`config.mk`:
```
export PLATFORM = sky130hd
export DESIGN_NAME = sdc_serial_control
export DESIGN_NICKNAME = d
export VERILOG_FILES = /design/src/logic/sdc_pkg.sv /design/src/logic/sdc_serial_control.sv /design/src/logic/sdc_sync.sv /design/src/logic/sdc_fifo.sv
export SDC_FILE = /design/constraint.sdc
export NUM_CORES = 1
export LEC_CHECK = 0
export BUFFER_PORTS_ARGS = -buffer_cell sky130_fd_sc_hd__buf_2
export CELL_PAD_IN_SITES_DETAIL_PLACEMENT = 0
export CELL_PAD_IN_SITES_GLOBAL_PLACEMENT = 2
export CORE_UTILIZATION = 32
export DETAILED_ROUTE_END_ITERATION = 16
export PLACE_DENSITY = 0.58
export SLEW_MARGIN = 20
export SYNTH_ARGS = -nofsm -noshare
export SYNTH_HDL_FRONTEND = slang
export SYNTH_HIERARCHICAL = 1
export SYNTH_SLANG_ARGS = --single-unit
```
`constraint.sdc`:
```
create_clock -name clock -period 5.54 [get_ports clock]
set_input_delay 0.554 -clock clock [delete_from_list [all_inputs] [get_ports clock]]
set_output_delay 0.554 -clock clock [all_outputs]
set_load 0.02 [all_outputs]
```
`src/logic/sdc_pkg.sv`:
```
/*
  Constants, types and register map of the converter's serial control block.
  Assumes one 100 MHz clock that also serves as the master conversion clock.
*/
package sdc_pkg;

  localparam int WORD_BITS = 16;

  localparam logic [1:0] MODE_ASYNC_CHAR = 2'h0;
  localparam logic [1:0] MODE_EXT_CLOCKED = 2'h1;
  localparam logic [1:0] MODE_SELF_CLOCKED = 2'h2;

  localparam logic [4:0] SYNC_FRAME_BITS = 5'h10;
  localparam logic [4:0] ASYNC_FRAME_BITS = 5'h16;
  localparam logic [4:0] ASYNC_BYTE_BITS = 5'h0b;

  localparam logic [2:0] TRIM_HOLD_CYCLES = 3'h4;
  localparam logic [2:0] LOAD_HOLD_CYCLES = 3'h4;
  localparam logic [1:0] SCLK_HIGH_PHASE = 2'h0;
  localparam logic [1:0] SCLK_FIRST_PHASE = 2'h1;

  // ****************
  // APB register map
  // ****************
  localparam logic [7:0] ADDR_CTRL = 8'h00;
  localparam logic [7:0] ADDR_STATUS = 8'h04;
  localparam logic [7:0] ADDR_LAST_WORD = 8'h08;

  localparam int CTRL_LOAD_EN = 0;
  localparam logic CTRL_LOAD_EN_RESET = 1'b1;

  localparam int ST_FRESH = 0;
  localparam int ST_LOADING = 1;
  localparam int ST_TX_BUSY = 2;
  localparam int ST_CAL_BUSY = 3;
  localparam int ST_CAL_HOLD = 4;
  localparam int ST_CAL_KIND = 5;
  localparam int ST_ASLEEP = 7;
  localparam int ST_MODE = 8;
  localparam int ST_BIPOLAR = 10;

  typedef enum logic {TX_IDLE, TX_SHIFT} sdc_tx_state_t;
  typedef enum logic [1:0] {CAL_RUN, CAL_HOLD, CAL_BUSY} sdc_cal_state_t;

endpackage

```
`src/logic/sdc_serial_control.sv`:
```
/*
  Digital control and serial output of a 16-bit sigma-delta converter:
  sample FIFO, output register with word-valid flag, three serial framings,
  trim/calibration sequencing, sleep, and an APB status/control slave.
  Assumes the block clock is the master conversion clock; the control and serial pins arrive
  asynchronously and the filter delivers two's complement samples on clock.
*/
// Added by the designer: the APB interface to the registers and the register addresses.
`timescale 1ns/1ps
module sdc_serial_control
  import sdc_pkg::*;
#(
  parameter int FIFO_DEPTH = 32,
  parameter int CAL_CYCLES = 256
) (
  input wire logic clock,
  input wire logic arst_n,
  input wire logic psel,
  input wire logic penable,
  input wire logic pwrite,
  input wire logic [7:0] paddr,
  input wire logic [31:0] pwdata,
  output logic [31:0] prdata,
  output logic pready,
  output logic pslverr,
  input wire logic [WORD_BITS-1:0] sampleData,
  input wire logic sampleValid,
  output logic sampleReady,
  input wire logic [1:0] modeSelect,
  input wire logic sleepN,
  input wire logic polaritySelect,
  input wire logic trimCycleRequest,
  input wire logic offsetGainChoiceA,
  input wire logic offsetGainChoiceB,
  input wire logic chipSelectN,
  input wire logic serialShiftClockIn,
  output logic serialShiftClockOut,
  output logic serialShiftClockOe,
  output logic serialOut,
  output logic serialOutOe,
  output logic wordValidN
);
  localparam int CW = $clog2(CAL_CYCLES + 1);

  initial begin
    if (CAL_CYCLES < 1 || CAL_CYCLES > 4096)
      $error("sdc_serial_control: CAL_CYCLES out of range");
    if (FIFO_DEPTH < 2)
      $error("sdc_serial_control: FIFO_DEPTH too small");
  end

  // ************
  // Pin sampling
  // ************
  logic [8:0] pinSync;
  logic [1:0] modeS;
  logic awake, bipolar, trimS, choiceA, choiceB, csSel, csS, sclkS;

  sdc_sync #(
    .WIDTH(9)
  ) u_sync (
    .clock(clock),
    .arst_n(arst_n),
    .din({modeSelect, sleepN, polaritySelect, trimCycleRequest, offsetGainChoiceA, offsetGainChoiceB,
          !chipSelectN, serialShiftClockIn}),
    .dout(pinSync)
  );
  assign {modeS, awake, bipolar, trimS, choiceA, choiceB, csSel, sclkS} = pinSync;
  // Select synced in true sense: the reset value reads as deselected, no false fall
  assign csS = !csSel;

  logic csPrev, sclkPrev, trimPrev;
  logic csFall, sclkFall, trimRise;
  logic isSelf, isAsync;

  assign csFall = csPrev && !csS;
  assign sclkFall = sclkPrev && !sclkS;
  assign trimRise = trimS && !trimPrev;
  assign isSelf = (modeS == MODE_SELF_CLOCKED);
  assign isAsync = (modeS == MODE_ASYNC_CHAR);

  // *********
  // Functions
  // *********
  function automatic logic [WORD_BITS-1:0] toCode(input logic [WORD_BITS-1:0] s, input logic bp);
    if (bp)
      toCode = {~s[WORD_BITS-1], s[WORD_BITS-2:0]};
    else if (s[WORD_BITS-1])
      toCode = '0;
    else
      toCode = {s[WORD_BITS-2:0], 1'b0};
  endfunction

  // Bit idx of the frame; async bytes go high byte first, LSB first
  function automatic logic frameBit(input logic async, input logic [WORD_BITS-1:0] w, input logic [4:0] idx);
    logic [4:0] pos;
    logic [7:0] b;
    pos = (idx < ASYNC_BYTE_BITS) ? idx : idx - ASYNC_BYTE_BITS;
    b = (idx < ASYNC_BYTE_BITS) ? w[15:8] : w[7:0];
    if (!async)
      frameBit = w[4'(SYNC_FRAME_BITS - 5'h1 - idx)];
    else if (pos == 5'h0)
      frameBit = 1'b0;
    else if (pos <= 5'h8)
      frameBit = b[3'(pos - 5'h1)];
    else
      frameBit = 1'b1;
  endfunction

  // ****************************
  // Trim request and calibration
  // ****************************
  sdc_cal_state_t calState, next_calState;
  logic [2:0] trimCount, next_trimCount;
  logic [CW-1:0] calCount, next_calCount;
  logic [1:0] calKind, next_calKind;
  logic calRun;

  assign calRun = (calState == CAL_RUN);

  always_comb begin
    next_calState = calState;
    next_calCount = calCount;
    next_calKind = calKind;
    next_trimCount = trimS ? ((trimCount == TRIM_HOLD_CYCLES) ? trimCount : trimCount + 3'h1) : 3'h0;
    if (trimRise)
      next_calKind = {choiceB, choiceA};
    case (calState)
      CAL_RUN, CAL_BUSY: begin
        if (trimS && trimCount == TRIM_HOLD_CYCLES)
          next_calState = CAL_HOLD;
        else if (calState == CAL_BUSY) begin
          next_calCount = calCount - 1'b1;
          if (calCount == CW'(1))
            next_calState = CAL_RUN;
        end
      end
      CAL_HOLD: begin
        // Released together across devices, so all restart in step
        if (!trimS) begin
          next_calState = CAL_BUSY;
          next_calCount = CW'(CAL_CYCLES);
        end
      end
      default: next_calState = CAL_RUN;
    endcase
  end

  // *********************
  // FIFO and output word
  // *********************
  logic [WORD_BITS-1:0] headWord, outWord, next_outWord, pendWord, next_pendWord;
  logic headValid, headTake, fifoInReady, loadEnable;
  logic [2:0] loadCount, next_loadCount;
  logic fresh, next_fresh, next_wordValidN;
  logic loadStart, loadFinish, frameDone;

  sdc_fifo #(
    .WIDTH(WORD_BITS),
    .DEPTH(FIFO_DEPTH)
  ) u_fifo (
    .clock(clock),
    .arst_n(arst_n),
    .flush(!calRun),
    .inData(sampleData),
    .inValid(sampleValid && awake),
    .inReady(fifoInReady),
    .outData(headWord),
    .outValid(headValid),
    .outReady(headTake)
  );
  // Filter stalls while asleep or calibrating
  assign sampleReady = fifoInReady && awake && calRun;

  assign loadStart = headValid && loadEnable && awake && calRun && (loadCount == 3'h0);
  assign headTake = loadStart;
  assign loadFinish = (loadCount == 3'h1);

  always_comb begin
    next_pendWord = loadStart ? toCode(headWord, bipolar) : pendWord;
    next_loadCount = loadStart ? LOAD_HOLD_CYCLES : (loadCount != 3'h0 ? loadCount - 3'h1 : 3'h0);
    next_outWord = loadFinish ? pendWord : outWord;
    next_fresh = fresh;
    if (!calRun) begin
      next_fresh = 1'b0;
      next_loadCount = 3'h0;
    end else if (loadFinish)
      next_fresh = 1'b1;
    else if (frameDone || loadStart)
      next_fresh = 1'b0;
    next_wordValidN = !(next_fresh && next_loadCount == 3'h0);
  end

  // ******************
  // Serial transmitter
  // ******************
  sdc_tx_state_t txState, next_txState;
  logic [WORD_BITS-1:0] txWord, next_txWord;
  logic [4:0] txIdx, next_txIdx, frameLen;
  logic [1:0] sclkPhase, next_sclkPhase;
  logic txBit, next_txBit, stepEvt;

  assign frameLen = isAsync ? ASYNC_FRAME_BITS : SYNC_FRAME_BITS;
  // Self mode steps at the end of the high phase, as the clock falls
  assign stepEvt = isSelf ? (sclkPhase == SCLK_HIGH_PHASE) : sclkFall;
  assign frameDone = (txState == TX_SHIFT) && !csS && stepEvt && (txIdx == frameLen - 5'h1);

  always_comb begin
    next_txState = txState;
    next_txWord = txWord;
    next_txIdx = txIdx;
    next_sclkPhase = sclkPhase;
    next_txBit = txBit;
    if (!calRun) begin
      next_txState = TX_IDLE;
      next_txBit = 1'b1;
    end else if (txState == TX_IDLE) begin
      if (csFall && awake) begin
        next_txState = TX_SHIFT;
        next_txWord = outWord;
        next_txIdx = 5'h0;
        next_sclkPhase = SCLK_FIRST_PHASE;
        next_txBit = frameBit(isAsync, outWord, 5'h0);
      end
    end else if (csS) begin
      // Early deselect abandons the frame; the word stays fresh
      next_txState = TX_IDLE;
      next_txBit = 1'b1;
    end else begin
      if (isSelf)
        next_sclkPhase = sclkPhase + 2'h1;
      if (frameDone) begin
        next_txState = TX_IDLE;
        next_txBit = 1'b1;
      end else if (stepEvt) begin
        next_txIdx = txIdx + 5'h1;
        next_txBit = frameBit(isAsync, txWord, txIdx + 5'h1);
      end
    end
  end

  // *********
  // APB slave
  // *********
  logic [31:0] statusWord, next_prdata;
  logic next_loadEnable;

  function automatic logic addrMapped(input logic [7:0] a);
    addrMapped = (a == ADDR_CTRL) || (a == ADDR_STATUS) || (a == ADDR_LAST_WORD);
  endfunction

  // Zero wait states: every access completes in its first access cycle
  assign pready = 1'b1;
  assign pslverr = psel && penable && !addrMapped(paddr);

  always_comb begin
    statusWord = '0;
    statusWord[ST_FRESH] = fresh;
    statusWord[ST_LOADING] = (loadCount != 3'h0);
    statusWord[ST_TX_BUSY] = (txState == TX_SHIFT);
    statusWord[ST_CAL_BUSY] = (calState == CAL_BUSY);
    statusWord[ST_CAL_HOLD] = (calState == CAL_HOLD);
    statusWord[ST_CAL_KIND +: 2] = calKind;
    statusWord[ST_ASLEEP] = !awake;
    statusWord[ST_MODE +: 2] = modeS;
    statusWord[ST_BIPOLAR] = bipolar;
    next_prdata = prdata;
    if (psel && !penable && !pwrite) begin
      case (paddr)
        ADDR_CTRL: next_prdata = {31'h0, loadEnable};
        ADDR_STATUS: next_prdata = statusWord;
        ADDR_LAST_WORD: next_prdata = {16'h0, outWord};
        default: next_prdata = '0;
      endcase
    end
    next_loadEnable = loadEnable;
    if (psel && penable && pwrite && paddr == ADDR_CTRL)
      next_loadEnable = pwdata[CTRL_LOAD_EN];
  end

  // *********
  // Registers
  // *********
  always_ff @(posedge clock or negedge arst_n) begin
    if (!arst_n) begin
      csPrev <= 1'b1;
      sclkPrev <= 1'b0;
      trimPrev <= 1'b0;
      calState <= CAL_RUN;
      trimCount <= 3'h0;
      calCount <= '0;
      calKind <= 2'h0;
      pendWord <= '0;
      outWord <= '0;
      loadCount <= 3'h0;
      fresh <= 1'b0;
      wordValidN <= 1'b1;
      txState <= TX_IDLE;
      txWord <= '0;
      txIdx <= 5'h0;
      sclkPhase <= 2'h0;
      txBit <= 1'b1;
      serialOut <= 1'b1;
      serialOutOe <= 1'b0;
      serialShiftClockOut <= 1'b0;
      serialShiftClockOe <= 1'b0;
      prdata <= '0;
      loadEnable <= CTRL_LOAD_EN_RESET;
    end else begin
      csPrev <= csS;
      sclkPrev <= sclkS;
      trimPrev <= trimS;
      calState <= next_calState;
      trimCount <= next_trimCount;
      calCount <= next_calCount;
      calKind <= next_calKind;
      pendWord <= next_pendWord;
      outWord <= next_outWord;
      loadCount <= next_loadCount;
      fresh <= next_fresh;
      wordValidN <= next_wordValidN;
      txState <= next_txState;
      txWord <= next_txWord;
      txIdx <= next_txIdx;
      sclkPhase <= next_sclkPhase;
      txBit <= next_txBit;
      serialOut <= next_txBit;
      serialOutOe <= !csS;
      serialShiftClockOut <= (next_txState == TX_SHIFT) && isSelf && (next_sclkPhase == SCLK_HIGH_PHASE);
      serialShiftClockOe <= isSelf;
      prdata <= next_prdata;
      loadEnable <= next_loadEnable;
    end
  end
endmodule

```
`src/logic/sdc_sync.sv`:
```
/*
  Two-flop synchroniser for a bundle of independent pin levels.
  Assumes each bit is a slow level or a clock well below half the sampling rate.
*/
`timescale 1ns/1ps
module sdc_sync #(
  parameter int WIDTH = 1
) (
  input wire logic clock,
  input wire logic arst_n,
  input wire logic [WIDTH-1:0] din,
  output logic [WIDTH-1:0] dout
);
  logic [WIDTH-1:0] stage1;

  always_ff @(posedge clock or negedge arst_n) begin
    if (!arst_n) begin
      stage1 <= '0;
      dout <= '0;
    end else begin
      stage1 <= din;
      dout <= stage1;
    end
  end
endmodule

```
`src/logic/sdc_fifo.sv`:
```
/*
  Word FIFO between the filter output and the converter's output register.
  Assumes one clock; the head word comes out of a register.
*/
`timescale 1ns/1ps
module sdc_fifo #(
  parameter int WIDTH = 16,
  parameter int DEPTH = 32
) (
  input wire logic clock,
  input wire logic arst_n,
  input wire logic flush,
  input wire logic [WIDTH-1:0] inData,
  input wire logic inValid,
  output logic inReady,
  output logic [WIDTH-1:0] outData,
  output logic outValid,
  input wire logic outReady
);
  import sdc_pkg::*;
  localparam int AW = $clog2(DEPTH);

  initial begin
    if (DEPTH < 2 || (1 << AW) != DEPTH || WIDTH < 1)
      $error("sdc_fifo: DEPTH must be a power of two of at least 2");
  end

  logic [WIDTH-1:0] mem [DEPTH];
  logic [AW-1:0] wrPtr, rdPtr, next_wrPtr, next_rdPtr;
  logic [AW:0] count, next_count;
  logic next_outValid;
  logic push, pop;

  // Head register counts as a slot, so DEPTH words in all
  assign inReady = (count + (AW+1)'(outValid)) < (AW+1)'(DEPTH);
  assign push = inValid && inReady && !flush;
  assign pop = (count != '0) && (!outValid || outReady) && !flush;

  always_comb begin
    next_wrPtr = push ? wrPtr + 1'b1 : wrPtr;
    next_rdPtr = pop ? rdPtr + 1'b1 : rdPtr;
    next_count = count;
    if (push && !pop)
      next_count = count + 1'b1;
    else if (pop && !push)
      next_count = count - 1'b1;
    next_outValid = pop || (outValid && !outReady);
    if (flush) begin
      next_wrPtr = '0;
      next_rdPtr = '0;
      next_count = '0;
      next_outValid = 1'b0;
    end
  end

  // Storage has no reset, so it maps onto plain RAM
  always_ff @(posedge clock) begin
    if (push)
      mem[wrPtr] <= inData;
  end

  always_ff @(posedge clock or negedge arst_n) begin
    if (!arst_n) begin
      wrPtr <= '0;
      rdPtr <= '0;
      count <= '0;
      outValid <= 1'b0;
      outData <= '0;
    end else begin
      wrPtr <= next_wrPtr;
      rdPtr <= next_rdPtr;
      count <= next_count;
      outValid <= next_outValid;
      if (pop)
        outData <= mem[rdPtr];
    end
  end
endmodule

```
==> flow_results.org <==
** Run status
- Run status :: finished clean

** CTS
- Clock latency on the worst-skew pair :: 630 ps
- In this run the clock root is driven by a sky130_fd_sc_hd__clkbuf_16.
- Buffers inserted during clock tree synthesis total 76.
- CTS Buffer Depth :: 3
- The clock tree synthesis step divided the H-tree into 3 levels.
- TritonCTS built the clock tree.
- In this run the post-CTS setup repair buffer count came out at 0.
- Clock Sinks :: 664
- After clock tree synthesis, the clock-pin slew on the worst setup and hold paths is around 60 ps.

** Die
- The floorplan step defined a die boundary enclosing 85,900 um^2.
- In this run the count of I/O pins placed on the die edge is 111.
- The floorplan step set the die width to 293 um.
- After floorplanning, the core was divided into 106 placement rows.
- The die is 293 um tall.
- Core Box Area :: 83,800 um^2
- Initial Util :: 32.4%

** Route
- Routed len/inst :: between 20 and 25 um
- Routed Antenna Nets :: 0
- The routed design uses about 33 mm of met2 wire.
- After detailed routing, the number of remaining DRC violations is 0.
- The final route contains 14,689 vias.
- Routed WL :: 67.3 mm
- In this run the top signal layer used is met4.
- Wire length the detailed router placed on met1 :: just over 30 mm
- Routed wl met3 :: 2.77 mm
- Initial detailed-routing violation count :: 1,000
- The first TritonRoute pass finished after 5 iterations.
- Via density :: about 4.9

** GRT
- Entering global routing, the biggest net connects 80 pins.
- The number of antenna violations at the first check in global routing is 2.
- The number of global-route vias before repair came to 14,852.
- The first global-routing pass estimated between 90 and 100 mm of wire.
- In the global route stage, overall resource usage came out at 15.8%.
- The total overflow left after global routing is 0.

** Power
- Summed over all cells, the static leakage comes to 0.0108 uW.
- Worst vdd rail ir drop :: 0.000299 V
- For this design the ratio of total power to cell area is around 430 nW/um^2.

** STA
- For the final routed database, the setup TNS stands at 0 ps.
- Max frequency :: between 0.2 and 0.25 GHz
- RSZ-0062 raised after global routing :: false
- The worst pin sits at a relative slew slack of between 20% and 30%.
- The tightest hold path in the finished design has a slack of 36.3 ps.
- Final-report setup violation count :: 0
- For the final database, setup skew stands at 13.9 ps.
- Setup slack closes at 1490 ps.
- Final Cycle Share :: 73.0%
- Final count of pins violating max slew :: 0
- The count of final hold-check violations was 0.
- Min cycle time layout :: 4050 ps
- For the pin with the worst max-slew slack, the measured transition is approximately 1100 ps.

** Worst setup path
- Setup crit end kind :: register
- STA classifies the critical path startpoint as a register.
- Slowest cell on the critical path :: sky130_fd_sc_hd__dfrtp_1
- CP Max Fanout :: 14
- Cell family with most CP delay :: simple AND/OR/NAND/NOR gates
- At the worst endpoint, the arrival time is 4590 ps.
- Start-to-end type of the worst setup path :: reg -> reg
- Critical path cell sequence :: nor2_2 -> inv_2 -> nor3_1 -> nand3_1 -> inv_2 -> nand2b_1 -> a21boi_2 -> nand2b_1 -> ha_1 -> inv_1 -> ha_1 -> nor2b_1 -> o21a_1 -> o21ai_0 -> or3b_2 -> a21oi_1
- The largest single stage delay on the critical path is 450 ps.
- Counting both buffers and inverters, the worst setup path holds a total of 3.
- At the worst endpoint, the required time is 6080 ps.

** Final layout
- Most common library cell in the layout ignoring fill and taps :: sky130_fd_sc_hd__edfxtp_1
- The net count of the finished layout is roughly 1,900.
- Area added between synthesis and finish :: 15.1%
- Cells with a size suffix above 1 make up 22.4% of the layout.
- Most used cells in the layout excluding fill and tap cells :: 512 x sky130_fd_sc_hd__edfxtp_1, 146 x sky130_fd_sc_hd__dfrtp_1, 131 x sky130_fd_sc_hd__mux2_2
- Once layout is done, the placed cells without fillers occupy 31,200 um^2.

** Placed design
- At the end of routability-driven placement, the weighted congestion stood at 0.730.
- Timing analysis after detailed placement gives a worst setup slack of about 1500 ps.
- Port buffer count :: 62
- Once placement finished, the instance area stood at 28,700 um^2.
- Dpl hpwl :: ~41 mm

** Synth
- Share of synthesized registers carrying an async set or reset :: 22.9%
- Counting flops and latches in the post-synthesis netlist gives 664.
- Number of synthesized flops with an enable pin :: 512
- The netlist uses 80 different library cells.
- After synthesis, the cell types taking the most area are sky130_fd_sc_hd__edfxtp_1 57%, sky130_fd_sc_hd__dfrtp_1 14%, sky130_fd_sc_hd__mux2_2 5.4%, sky130_fd_sc_hd__mux4_2 3.3%, sky130_fd_sc_hd__mux2i_1 2.6%.
- The biggest area contributor in the post-synthesis netlist is sky130_fd_sc_hd__edfxtp_1.
- Counting every instance in the synthesized netlist gives 1,698.
- In the synthesized netlist the dominant register cell turns out to be sky130_fd_sc_hd__edfxtp_1.
- Area fraction of the dominant cell type after synthesis :: 56.7%
- Cell area after technology mapping :: 27,100 um^2
- Seq/Total Area, Yosys :: 70.7%
- Syn avg cell area :: 16.0 um^2
- During synthesis, Yosys emitted a total of 6 warnings.

** Min path
- The worst hold path belongs to the class in -> reg.

** Flow run
- Across the run, the number of max-cap violations was 0.
-- stage by stage --
stage / std cells / total power [uW] / util [%]
2_1_floorplan: 1713 / 7860 / -
5_1_grt: 2989 / 14100 / 37.2
4_1_cts: 2989 / 13700 / 37.2
6_report: 2994 / 13500 / 37.2
3_3_place_gp: 2855 / 8670 / 34.3
3_5_place_dp: 2855 / 8690 / 34.3
-- worst register-to-register path: cells and delay by family (launching register included) --
family | cells | cell delay [ps]
simple gates | 7 | 1660
fa+ha+maj | 2 | 590
flops | 1 | 450
buf+inv | 3 | 440
compound gates | 4 | 830
-- Yosys cell counts (all sizes together), types with 4 or more instances --
library cell  number
mux2             133
nor4               9
and2               8
nor2b             41
mux4              43
o22ai             48
clkbuf            32
o2111ai           16
nand3             17
nand4              5
a31oi              5
a21oi             31
nand2             82
xnor2             14
buf               71
dfrtp            148
nand2b             8
or3                4
xor2              13
inv               28
o21ai             45
a221oi            12
mux2i             70
dfstp              4
ha                18
nand4bb            4
or4b               4
a211oi            47
nor2             119
o31ai             21
a22oi             24
nor3b              6
nor3              11
edfxtp           512
-- flip-flops by register name (all words and copies together) (netlist names), 2 cells and up --
name / count
pendWord: 16
u_sync/stage1: 9
u_fifo/outData: 16
u_fifo/wrPtr: 5
outWord: 16
calCount: 9
txIdx: 5
calState: 2
u_fifo/count: 6
loadCount: 3
calKind: 2
u_sync/dout: 9
trimCount: 3
sclkPhase: 2
prdata: 16
u_fifo/mem: 512
txWord: 16
u_fifo/rdPtr: 5
-- worst paths after layout --
path | from | end | slack [ps] | depth (start not counted)
worst min register to register | u_sync/stage1[7] | u_sync/dout[7] | 350 | 0
worst min-delay path | trimCycleRequest | u_sync/stage1[4] | 40 | 1
worst max-delay path | calState[1] | u_fifo/count[4] | 1490 | 16
min in group asynchronous | arst_n | prdata[0] | 450 | 2
max in group asynchronous | arst_n | u_fifo/rdPtr[0] | 3980 | 3
worst max register to register | calState[1] | u_fifo/count[4] | 1490 | 16
-- metal layers --
metal / GRT usage [%] / vias up
met3: 2.72 / 100
met2: 26.2 / 252
met5: 0 / -
li1: - / 6766
met1: 21.4 / 7571
met4: 4.39 / 0
-- what timing repair did --
item / 4_1_cts / 5_1_grt
hold buffers: 2 / 0
resized for setup: 0 / 0
endpoints found under the hold margin: 53 / 0
-- power breakdown --
part / internal [uW] / switching (uW) / leakage (uW)
Combinational: 1070 / 1530 / 0.00304
Clock: 2920 / 2000 / 0.00119
Sequential: 5620 / 313 / 0.00658
-- cell families (layout without fill, tap and decap cells) --
logic type               Yosys count  count (layout)  share of synthesized area, %
flip-flops                       664             664                          70.7
AND/OR/NAND/NOR                  335             335                          6.20
AO/OA/AOI/OAI                    274             274                          6.89
multiplexers                     246             246                          11.7
buffers and inverters            131             273                          2.64
XOR/XNOR                          27              27                         0.899
adder cells (fa/ha/maj)           19              19                         0.904
other                              2              22                        0.0277
-- layout make-up --
cell class	count	area, um^2
fill	7967	52600
tap	1134	1420
clock buffer	102	2080
sequential	664	19200
multi-input combinational	918	7310
timing repair buffer	113	729
antenna	5	12.5
inverter	28	105
clock inverter	30	372
Power figures use the tool's default switching activity.
